<file path="config.mk">
export PLATFORM = sky130hd
export DESIGN_NAME = muldiv_unit
export DESIGN_NICKNAME = d
export VERILOG_FILES = /design/src/common/muldiv_pkg.sv /design/src/common/muldiv_core_if.sv /design/src/core/muldiv_unit.sv /design/src/core/muldiv_engine.sv
export SDC_FILE = /design/constraint.sdc
export NUM_CORES = 2
export LEC_CHECK = 0
export BUFFER_PORTS_ARGS = -buffer_cell sky130_fd_sc_hd__buf_2
export CELL_PAD_IN_SITES_DETAIL_PLACEMENT = 1
export CELL_PAD_IN_SITES_GLOBAL_PLACEMENT = 1
export CORE_MARGIN = 3
export CORE_UTILIZATION = 50
export DETAILED_ROUTE_END_ITERATION = 12
export GPL_ROUTABILITY_DRIVEN = 0
export PLACE_DENSITY_LB_ADDON = 0.1
export SYNTH_ARGS = -nofsm -noshare
export SYNTH_HDL_FRONTEND = slang
export SYNTH_SLANG_ARGS = --single-unit
</file>
<file path="constraint.sdc">
create_clock -name mclk -period 114.8 [get_ports mclk]
set_input_delay 17.22 -clock mclk [delete_from_list [all_inputs] [get_ports mclk]]
set_output_delay 17.22 -clock mclk [all_outputs]
set_load 0.02 [all_outputs]
</file>
<file path="src/common/muldiv_pkg.sv">
package muldiv_pkg;

   // Register map, one aligned word each
   localparam logic [7:0]  OFS_OPND0     = 8'h00;
   localparam logic [7:0]  OFS_OPND_LAST = 8'h14;
   localparam logic [7:0]  OFS_STATUS    = 8'h18;

   // Operand/result register indices
   localparam logic [2:0]  IDX_R0 = 3'h0;
   localparam logic [2:0]  IDX_R1 = 3'h1;
   localparam logic [2:0]  IDX_R2 = 3'h2;
   localparam logic [2:0]  IDX_R3 = 3'h3;
   localparam logic [2:0]  IDX_R4 = 3'h4;
   localparam logic [2:0]  IDX_R5 = 3'h5;
   localparam int          OPND_NUM = 6;

   // Status register fields and reset values
   localparam int          ERR_BIT    = 7;
   localparam int          OVF_BIT    = 6;
   localparam logic [7:0]  STATUS_RST = 8'h00;
   localparam logic [7:0]  OPND_RST   = 8'h00;
   localparam logic [31:0] RDATA_RST  = 32'h0000_0000;

   // Calculation times in system clock periods
   localparam int          DIV32_CYCLES = 17;
   localparam int          DIV16_CYCLES = 9;
   localparam int          MUL_CYCLES   = 11;

   localparam logic [31:0] MUL_LIMIT = 32'h0000_FFFF;

   // Result registers loaded per operation
   localparam logic [5:0]  RES_EN_DIV32 = 6'h3F;
   localparam logic [5:0]  RES_EN_DIV16 = 6'h33;
   localparam logic [5:0]  RES_EN_MUL   = 6'h0F;

   localparam logic        HRESP_OKAY = 1'b0;

   typedef enum logic [1:0] {
      OP_DIV32 = 2'b00,
      OP_DIV16 = 2'b01,
      OP_MUL   = 2'b10
   } op_e;

   typedef enum logic [3:0] {
      SEQ_IDLE   = 4'b0000,
      SEQ_W0     = 4'b0001,
      SEQ_W01    = 4'b0010,
      SEQ_W04    = 4'b0011,
      SEQ_W012   = 4'b0100,
      SEQ_W014   = 4'b0101,
      SEQ_W041   = 4'b0110,
      SEQ_W0123  = 4'b0111,
      SEQ_W01234 = 4'b1000
   } seq_e;

endpackage

</file>
<file path="src/common/muldiv_core_if.sv">
`timescale 1ns/1ns
`default_nettype none
interface muldiv_core_if;
   logic                start;
   muldiv_pkg::op_e     op;
   logic [31:0]         dividend;
   logic [15:0]         divisor;
   logic                busy;
   logic                done;
   muldiv_pkg::op_e     run_op;
   logic                ovf;
   logic [31:0]         quot;
   logic [15:0]         rem;

   modport ctrl   (output start, op, dividend, divisor,
                   input  busy, done, run_op, ovf, quot, rem);
   modport engine (input  start, op, dividend, divisor,
                   output busy, done, run_op, ovf, quot, rem);
endinterface
`default_nettype wire

</file>
<file path="src/core/muldiv_unit.sv">
// Our own choices: the placing of the registers and the AHB-Lite register port.
`timescale 1ns/1ns
`default_nettype none
module muldiv_unit (
   input  wire logic        mclk,
   input  wire logic        rst_n,
   input  wire logic        hsel,
   input  wire logic [31:0] haddr,
   input  wire logic [1:0]  htrans,
   input  wire logic        hwrite,
   input  wire logic [2:0]  hsize,
   input  wire logic [31:0] hwdata,
   input  wire logic        hready,
   output logic             hreadyout,
   output logic [31:0]      hrdata,
   output logic             hresp
);

   muldiv_core_if core_if ();

   muldiv_engine #(
      .CNT_W (5)
   ) u_engine (
      .mclk  (mclk),
      .rst_n (rst_n),
      .core  (core_if)
   );

   logic                  acc;
   logic                  wr_pend_q;
   logic                  rd_pend_q;
   logic [7:0]            addr_q;
   logic                  is_opnd;
   logic                  is_stat;
   logic [2:0]            idx;
   logic                  busy;
   logic                  wr_ok;
   logic                  err_set;
   logic                  err_clr;
   logic                  err_q;
   logic                  ovf_q;
   logic [7:0]            opnd_q [muldiv_pkg::OPND_NUM];
   logic [7:0]            res_byte [muldiv_pkg::OPND_NUM];
   logic [5:0]            res_en;
   logic [7:0]            stat_val;
   logic [31:0]           rd_val;
   logic [31:0]           hrdata_q;
   muldiv_pkg::seq_e      seq_q;
   muldiv_pkg::seq_e      seq_d;
   logic                  start;
   muldiv_pkg::op_e       op;
   logic [47:0]           opnd_flat;

   // Bus slave: writes take no wait state, reads one
   assign acc = hsel && htrans[1] && hready;

   always_ff @(posedge mclk) begin
      if (!rst_n) begin
         wr_pend_q <= 1'b0;
         rd_pend_q <= 1'b0;
      end else begin
         wr_pend_q <= acc && hwrite;
         rd_pend_q <= acc && !hwrite;
      end
   end

   always_ff @(posedge mclk) begin
      if (!rst_n) begin
         addr_q <= muldiv_pkg::OFS_OPND0;
      end else if (acc) begin
         addr_q <= haddr[7:0];
      end
   end

   assign hreadyout = !rd_pend_q;
   assign hresp     = muldiv_pkg::HRESP_OKAY;
   assign hrdata    = hrdata_q;

   assign is_opnd = (addr_q[1:0] == 2'h0) && (addr_q <= muldiv_pkg::OFS_OPND_LAST);
   assign is_stat = (addr_q == muldiv_pkg::OFS_STATUS);
   assign idx     = addr_q[4:2];
   assign busy    = core_if.busy;
   assign wr_ok   = wr_pend_q && is_opnd && !busy;

   // Write order tracking
   always_comb begin
      seq_d = seq_q;
      start = 1'b0;
      op    = muldiv_pkg::OP_DIV32;
      if (wr_ok) begin
         seq_d = (idx == muldiv_pkg::IDX_R0) ? muldiv_pkg::SEQ_W0
                                             : muldiv_pkg::SEQ_IDLE;
         case (seq_q)
            muldiv_pkg::SEQ_W0: begin
               if (idx == muldiv_pkg::IDX_R1) begin
                  seq_d = muldiv_pkg::SEQ_W01;
               end else if (idx == muldiv_pkg::IDX_R4) begin
                  seq_d = muldiv_pkg::SEQ_W04;
               end
            end
            muldiv_pkg::SEQ_W01: begin
               if (idx == muldiv_pkg::IDX_R2) begin
                  seq_d = muldiv_pkg::SEQ_W012;
               end else if (idx == muldiv_pkg::IDX_R4) begin
                  seq_d = muldiv_pkg::SEQ_W014;
               end
            end
            muldiv_pkg::SEQ_W04: begin
               if (idx == muldiv_pkg::IDX_R1) begin
                  seq_d = muldiv_pkg::SEQ_W041;
               end
            end
            muldiv_pkg::SEQ_W012: begin
               if (idx == muldiv_pkg::IDX_R3) begin
                  seq_d = muldiv_pkg::SEQ_W0123;
               end
            end
            muldiv_pkg::SEQ_W0123: begin
               if (idx == muldiv_pkg::IDX_R4) begin
                  seq_d = muldiv_pkg::SEQ_W01234;
               end
            end
            muldiv_pkg::SEQ_W01234: begin
               if (idx == muldiv_pkg::IDX_R5) begin
                  start = 1'b1;
                  op    = muldiv_pkg::OP_DIV32;
               end
            end
            muldiv_pkg::SEQ_W014: begin
               if (idx == muldiv_pkg::IDX_R5) begin
                  start = 1'b1;
                  op    = muldiv_pkg::OP_DIV16;
               end
            end
            muldiv_pkg::SEQ_W041: begin
               if (idx == muldiv_pkg::IDX_R5) begin
                  start = 1'b1;
                  op    = muldiv_pkg::OP_MUL;
               end
            end
            default: ;
         endcase
      end
   end

   // Reads and non-operand traffic leave the order untouched
   always_ff @(posedge mclk) begin
      if (!rst_n) begin
         seq_q <= muldiv_pkg::SEQ_IDLE;
      end else begin
         seq_q <= seq_d;
      end
   end

   assign core_if.start    = start;
   assign core_if.op       = op;
   assign core_if.dividend = {opnd_q[3], opnd_q[2], opnd_q[1], opnd_q[0]};
   assign core_if.divisor  = {hwdata[7:0], opnd_q[4]};

   // Result bytes per register
   always_comb begin
      res_byte[0] = core_if.quot[7:0];
      res_byte[1] = core_if.quot[15:8];
      res_byte[2] = core_if.quot[23:16];
      res_byte[3] = core_if.quot[31:24];
      res_byte[4] = core_if.rem[7:0];
      res_byte[5] = core_if.rem[15:8];
      res_en      = '0;
      if (core_if.done) begin
         case (core_if.run_op)
            muldiv_pkg::OP_DIV32: res_en = muldiv_pkg::RES_EN_DIV32;
            muldiv_pkg::OP_DIV16: res_en = muldiv_pkg::RES_EN_DIV16;
            muldiv_pkg::OP_MUL:   res_en = muldiv_pkg::RES_EN_MUL;
            default:              res_en = '0;
         endcase
      end
   end

   for (genvar i = 0; i < muldiv_pkg::OPND_NUM; i++) begin : g_opnd
      always_ff @(posedge mclk) begin
         if (!rst_n) begin
            opnd_q[i] <= muldiv_pkg::OPND_RST;
         end else if (res_en[i]) begin
            opnd_q[i] <= res_byte[i];
         end else if (wr_ok && idx == 3'(i)) begin
            opnd_q[i] <= hwdata[7:0];
         end
      end
      assign opnd_flat[8*i +: 8] = opnd_q[i];
   end

   // Access error flag; set wins over clear
   assign err_set = (wr_pend_q || rd_pend_q) && is_opnd && busy;
   assign err_clr = rd_pend_q && is_stat && !busy;

   always_ff @(posedge mclk) begin
      if (!rst_n) begin
         err_q <= muldiv_pkg::STATUS_RST[muldiv_pkg::ERR_BIT];
      end else if (err_set) begin
         err_q <= 1'b1;
      end else if (err_clr) begin
         err_q <= 1'b0;
      end
   end

   always_ff @(posedge mclk) begin
      if (!rst_n) begin
         ovf_q <= muldiv_pkg::STATUS_RST[muldiv_pkg::OVF_BIT];
      end else if (core_if.done) begin
         ovf_q <= core_if.ovf;
      end
   end

   always_comb begin
      stat_val                      = '0;
      stat_val[muldiv_pkg::ERR_BIT] = err_q;
      stat_val[muldiv_pkg::OVF_BIT] = ovf_q;
      rd_val                        = '0;
      if (is_opnd) begin
         rd_val = {24'h00_0000, opnd_q[idx]};
      end else if (is_stat) begin
         rd_val = {24'h00_0000, stat_val};
      end
   end

   always_ff @(posedge mclk) begin
      if (!rst_n) begin
         hrdata_q <= muldiv_pkg::RDATA_RST;
      end else if (rd_pend_q) begin
         hrdata_q <= rd_val;
      end
   end
endmodule // muldiv_unit
`default_nettype wire

</file>
<file path="src/core/muldiv_engine.sv">
`timescale 1ns/1ns
`default_nettype none
module muldiv_engine #(
   parameter int CNT_W = 5
) (
   input  wire logic          mclk,
   input  wire logic          rst_n,
   muldiv_core_if.engine      core
);

   if ((1 << CNT_W) < muldiv_pkg::DIV32_CYCLES) begin : g_cnt_check
      $error("CNT_W too small for the longest operation");
   end

   muldiv_pkg::op_e   op_q;
   logic [31:0]       dvd_q;
   logic [15:0]       dvs_q;
   logic [CNT_W-1:0]  cnt_q;
   logic              busy_q;
   logic [CNT_W-1:0]  load;
   logic [31:0]       prod;
   logic              take;

   assign take = core.start && !busy_q;

   always_comb begin
      case (core.op)
         muldiv_pkg::OP_DIV32: load = CNT_W'(muldiv_pkg::DIV32_CYCLES - 1);
         muldiv_pkg::OP_DIV16: load = CNT_W'(muldiv_pkg::DIV16_CYCLES - 1);
         muldiv_pkg::OP_MUL:   load = CNT_W'(muldiv_pkg::MUL_CYCLES - 1);
         default:              load = '0;
      endcase
   end

   always_ff @(posedge mclk) begin
      if (!rst_n) begin
         busy_q <= 1'b0;
         cnt_q  <= '0;
      end else if (take) begin
         busy_q <= 1'b1;
         cnt_q  <= load;
      end else if (busy_q) begin
         if (cnt_q == '0) begin
            busy_q <= 1'b0;
         end else begin
            cnt_q <= cnt_q - CNT_W'(1);
         end
      end
   end

   always_ff @(posedge mclk) begin
      if (!rst_n) begin
         op_q  <= muldiv_pkg::OP_DIV32;
         dvd_q <= '0;
         dvs_q <= '0;
      end else if (take) begin
         op_q  <= core.op;
         dvd_q <= core.dividend;
         dvs_q <= core.divisor;
      end
   end

   assign prod = 32'(dvd_q[15:0]) * 32'(dvs_q);

   // Zero divisor yields zero quotient and remainder
   always_comb begin
      core.quot = '0;
      core.rem  = '0;
      case (op_q)
         muldiv_pkg::OP_MUL: core.quot = prod;
         muldiv_pkg::OP_DIV16: begin
            if (dvs_q != '0) begin
               core.quot = {16'h0000, dvd_q[15:0] / dvs_q};
               core.rem  = dvd_q[15:0] % dvs_q;
            end
         end
         default: begin
            if (dvs_q != '0) begin
               core.quot = dvd_q / {16'h0000, dvs_q};
               core.rem  = 16'(dvd_q % {16'h0000, dvs_q});
            end
         end
      endcase
   end

   assign core.ovf    = (op_q == muldiv_pkg::OP_MUL) ? (prod > muldiv_pkg::MUL_LIMIT)
                                                     : (dvs_q == '0);
   assign core.busy   = busy_q;
   assign core.done   = busy_q && (cnt_q == '0);
   assign core.run_op = op_q;
endmodule // muldiv_engine
`default_nettype wire

</file>
==> out/results.tsv <==
stage	metric	value	unit
yosys	synth_area	43300	sq um
grt	track_usage	0.341	
yosys	yosysWarnings	0	
flow_run	max_cap_viol_count	0	
sta	setup_viol	0	
clock_network	post_cts_buffers	0	
grt	grt_max_degree	49	
route	vias	44200	
route	wl_per_cell	23.0	microns
route	drtPass1Iterations	7	
setup_path	cpMaxStageDelayCell	nor4_2	
yosys	synth_seq_cells	131	
outcome	status	complete, no violations	
sta	slew_violations	0	
finish	area_growth	4.56	%
setup_path	cp_common_cell	o21a_1	
clock_network	clock_path_buffers	2	
clock_network	cts_root_buf	clkbuf_16	
placement	dp_hpwl	124	mm
clock_network	clk_latency	0.44	ns
grt	antenna_found_initial	6	
yosys	synthXorXnorAreaFrac	0.0506	
clock_network	cts.sinks	131	
setup_path	slowest_delay	0.73	ns
finish	layout_common_cells	nand2_1, ha_1, nor2_1	
placement	place_inst	6810	
finish	layout_commonest_cell	nand2_1	
clock_network	htree_num_levels	4	
yosys	synthMuxAreaShare	0.0406	
yosys	synth_seq_area_share	0.0717	
route	detail_route.iter0.violations	2286	
grt	grt_pass1_vias	45900	
placement	io_buffer_count	30	
yosys	synth_edf_count	48	
clock_network	ctsHoldBuffers	0	
route	via_per_inst	6.45	
die	die_w	300	microns
yosys	synth.avg_cell_area	7.50	sq um
route	ant_nets	0	
grt	grt.overflow.total	0	
yosys	synthAdderAreaFrac	0.277	
setup_path	worstSetupEndpointType	flop	
setup_path	cp.arrival	107.04	ns
yosys	synth_top_family_by_area	adder cells	
finish	fin_nets	6599	
finish	layout-drive-gt1-share	0.0814	
sta	setup_tns	0	ns
clock_network	cts_tree	done	
finish	final_util	0.529	
yosys	synthCells	5771	
die	dieArea	90100	sq um
setup_path	crit_path_max_fanout	33	
sta	relSlewSlack	0.249	
sta	tightest_slew	1.12	ns
finish	fillCellCount	10900	
die	start_util	0.506	
sta	clock_skew	0.0164	ns
setup_path	critPathRequiredTime	114.96	ns
yosys	ys_types	138	
setup_path	startpoint_type	flop	
route	wirelength	157	mm
yosys	synth_compound_area_frac	0.275	
clock_network	clkSlewWorstSetupHoldPaths	0.06	ns
yosys	synthArstFlopShare	0	
setup_path	critPathKind	flop to flop	
worst_hold_path	hold_path.class	flop to flop	
die	core	85500	sq um
grt	grt_pass1_wl	248	mm
die	rows	107	
finish	layoutNonFillerInstCount	6845	
yosys	synth-simple-area-share	0.231	
die	die_h	300	microns
yosys	ys.flop_type	dfxtp_1	
die	pin_count	108	
clock_network	cts_inserted_buffers	17	
clock_network	cts-resized-gates	0	
route	post-route-drc-count	0	
sta	max_freq	9.36	MHz
sta	hold_violations	0	
sta	period_minus_slack	106.88	ns
sta	rsz0062_at_grt	false	
sta	finalCritPeriodShare	0.931	
==> metal layers <==
metal | part of all wire | vias to the layer above | track usage | wire [microns]
met3 | 0.050 | 417 | 0.0343 | 7860
met2 | 0.49 | 1137 | 0.611 | 76700
li1 | - | 20800 | - | -
met5 | 0.00011 | - | 0 | 17
met4 | 0.050 | 2 | 0.155 | 7890
met1 | 0.41 | 21900 | 0.411 | 64800
==> critical path, delay by kind of cell, from the launching register on <==
family / cells / cell delay, ns
flops: 1 / 0.30
compound gates: 268 / 63.70
simple gates: 99 / 25.40
buf+inv: 23 / 4.11
fa+ha+maj: 32 / 10.16
mux: 7 / 2.54
==> through the flow <==
| step | hold slack, ns | area (sq um) | setup slack (ns) |
|---|---|---|---|
| 2_1_floorplan | 0.431 | 43400 | 22.92 |
| 3_3_place_gp | 0.439 | 44600 | 11.09 |
| 3_5_place_dp | 0.456 | 44600 | 8.60 |
| 4_1_cts | 0.464 | 45200 | 8.23 |
| 5_1_grt | 0.476 | 45200 | 0.0442 |
| 6_report | 0.466 | 45300 | 7.92 |
==> state kept, by name, summed over array words and instances (netlist names), named ones only <==
name / cells
u_engine.dvd_q: 32
u_engine.dvs_q: 16
seq_q: 4
u_engine.core.busy: 1
hrdata: 8
u_engine.cnt_q: 5
ovf_q: 1
rd_pend_q: 1
addr_q: 8
u_engine.core.run_op: 2
wr_pend_q: 1
err_q: 1
opnd_q: 48
==> logic make-up after synthesis <==
kind of cell / after synthesis
adder cells (fa/ha/maj): 839
AND/OR/NAND/NOR: 2084
AO/OA/AOI/OAI: 1719
XOR/XNOR: 249
flip-flops: 131
multiplexers: 153
other: 1
buffers and inverters: 595
==> cells in the mapped netlist, types with 12 or more instances <==
cell type | instances | share of area
o21ai_1 | 28 | 0.0032
o31a_1 | 12 | 0.0024
o221ai_1 | 16 | 0.0032
a211o_1 | 14 | 0.0028
edfxtp_1 | 48 | 0.033
a31oi_1 | 28 | 0.0040
inv_1 | 329 | 0.029
xnor2_1 | 157 | 0.032
o21ai_0 | 224 | 0.026
mux2_2 | 93 | 0.024
o22ai_1 | 16 | 0.0023
a211oi_1 | 43 | 0.0075
nand2b_1 | 72 | 0.010
nand4_1 | 44 | 0.0064
nor2b_1 | 55 | 0.0079
or2_2 | 81 | 0.012
ha_1 | 643 | 0.19
buf_2 | 19 | 0.0022
nor4_1 | 27 | 0.0039
nor2_1 | 469 | 0.041
a21boi_0 | 56 | 0.0097
o211ai_1 | 38 | 0.0066
buf_1 | 28 | 0.0024
fa_1 | 196 | 0.091
clkbuf_1 | 185 | 0.016
a21o_1 | 150 | 0.026
and3_1 | 26 | 0.0038
mux2i_1 | 49 | 0.011
o31ai_1 | 154 | 0.027
buf_4 | 30 | 0.0052
or3_1 | 45 | 0.0065
o21bai_1 | 27 | 0.0047
o21a_1 | 302 | 0.052
nand2_1 | 671 | 0.058
xor2_1 | 91 | 0.018
a21oi_1 | 394 | 0.046
dfxtp_1 | 83 | 0.038
nor3_1 | 315 | 0.036
a22oi_1 | 13 | 0.0023
and2_1 | 88 | 0.013
and4_1 | 13 | 0.0026
nand3_1 | 85 | 0.0098
==> layout make-up <==
class	instances	area (sq um)	area share
Inverter	333	1250	0.0276
Clock buffer	18	429	0.00948
Multi-Input combinational cell	5069	37900	0.838
Clock inverter	14	163	0.00359
Sequential cell	131	3100	0.0686
Tap cell	1144	1430	0.0316
Antenna cell	2	5.00	0.000111
Timing Repair Buffer	134	928	0.0205
==> worst paths after layout <==
kind,start,end,slack (ns),cells past startpoint
max,u_engine.dvs_q[0]$_SDFFE_PN0P_,opnd_q[5][6]$_DFFE_PP_,7.92,429
min,addr_q[1]$_SDFFE_PN0P_,addr_q[1]$_SDFFE_PN0P_,0.47,2
max reg2reg,u_engine.dvs_q[0]$_SDFFE_PN0P_,opnd_q[5][6]$_DFFE_PP_,7.92,429
min reg2reg,addr_q[1]$_SDFFE_PN0P_,addr_q[1]$_SDFFE_PN0P_,0.47,2
Power is left out: the tool's default activity adds up to more than one toggle a clock period on the data nets, which glitch-free logic cannot reach.
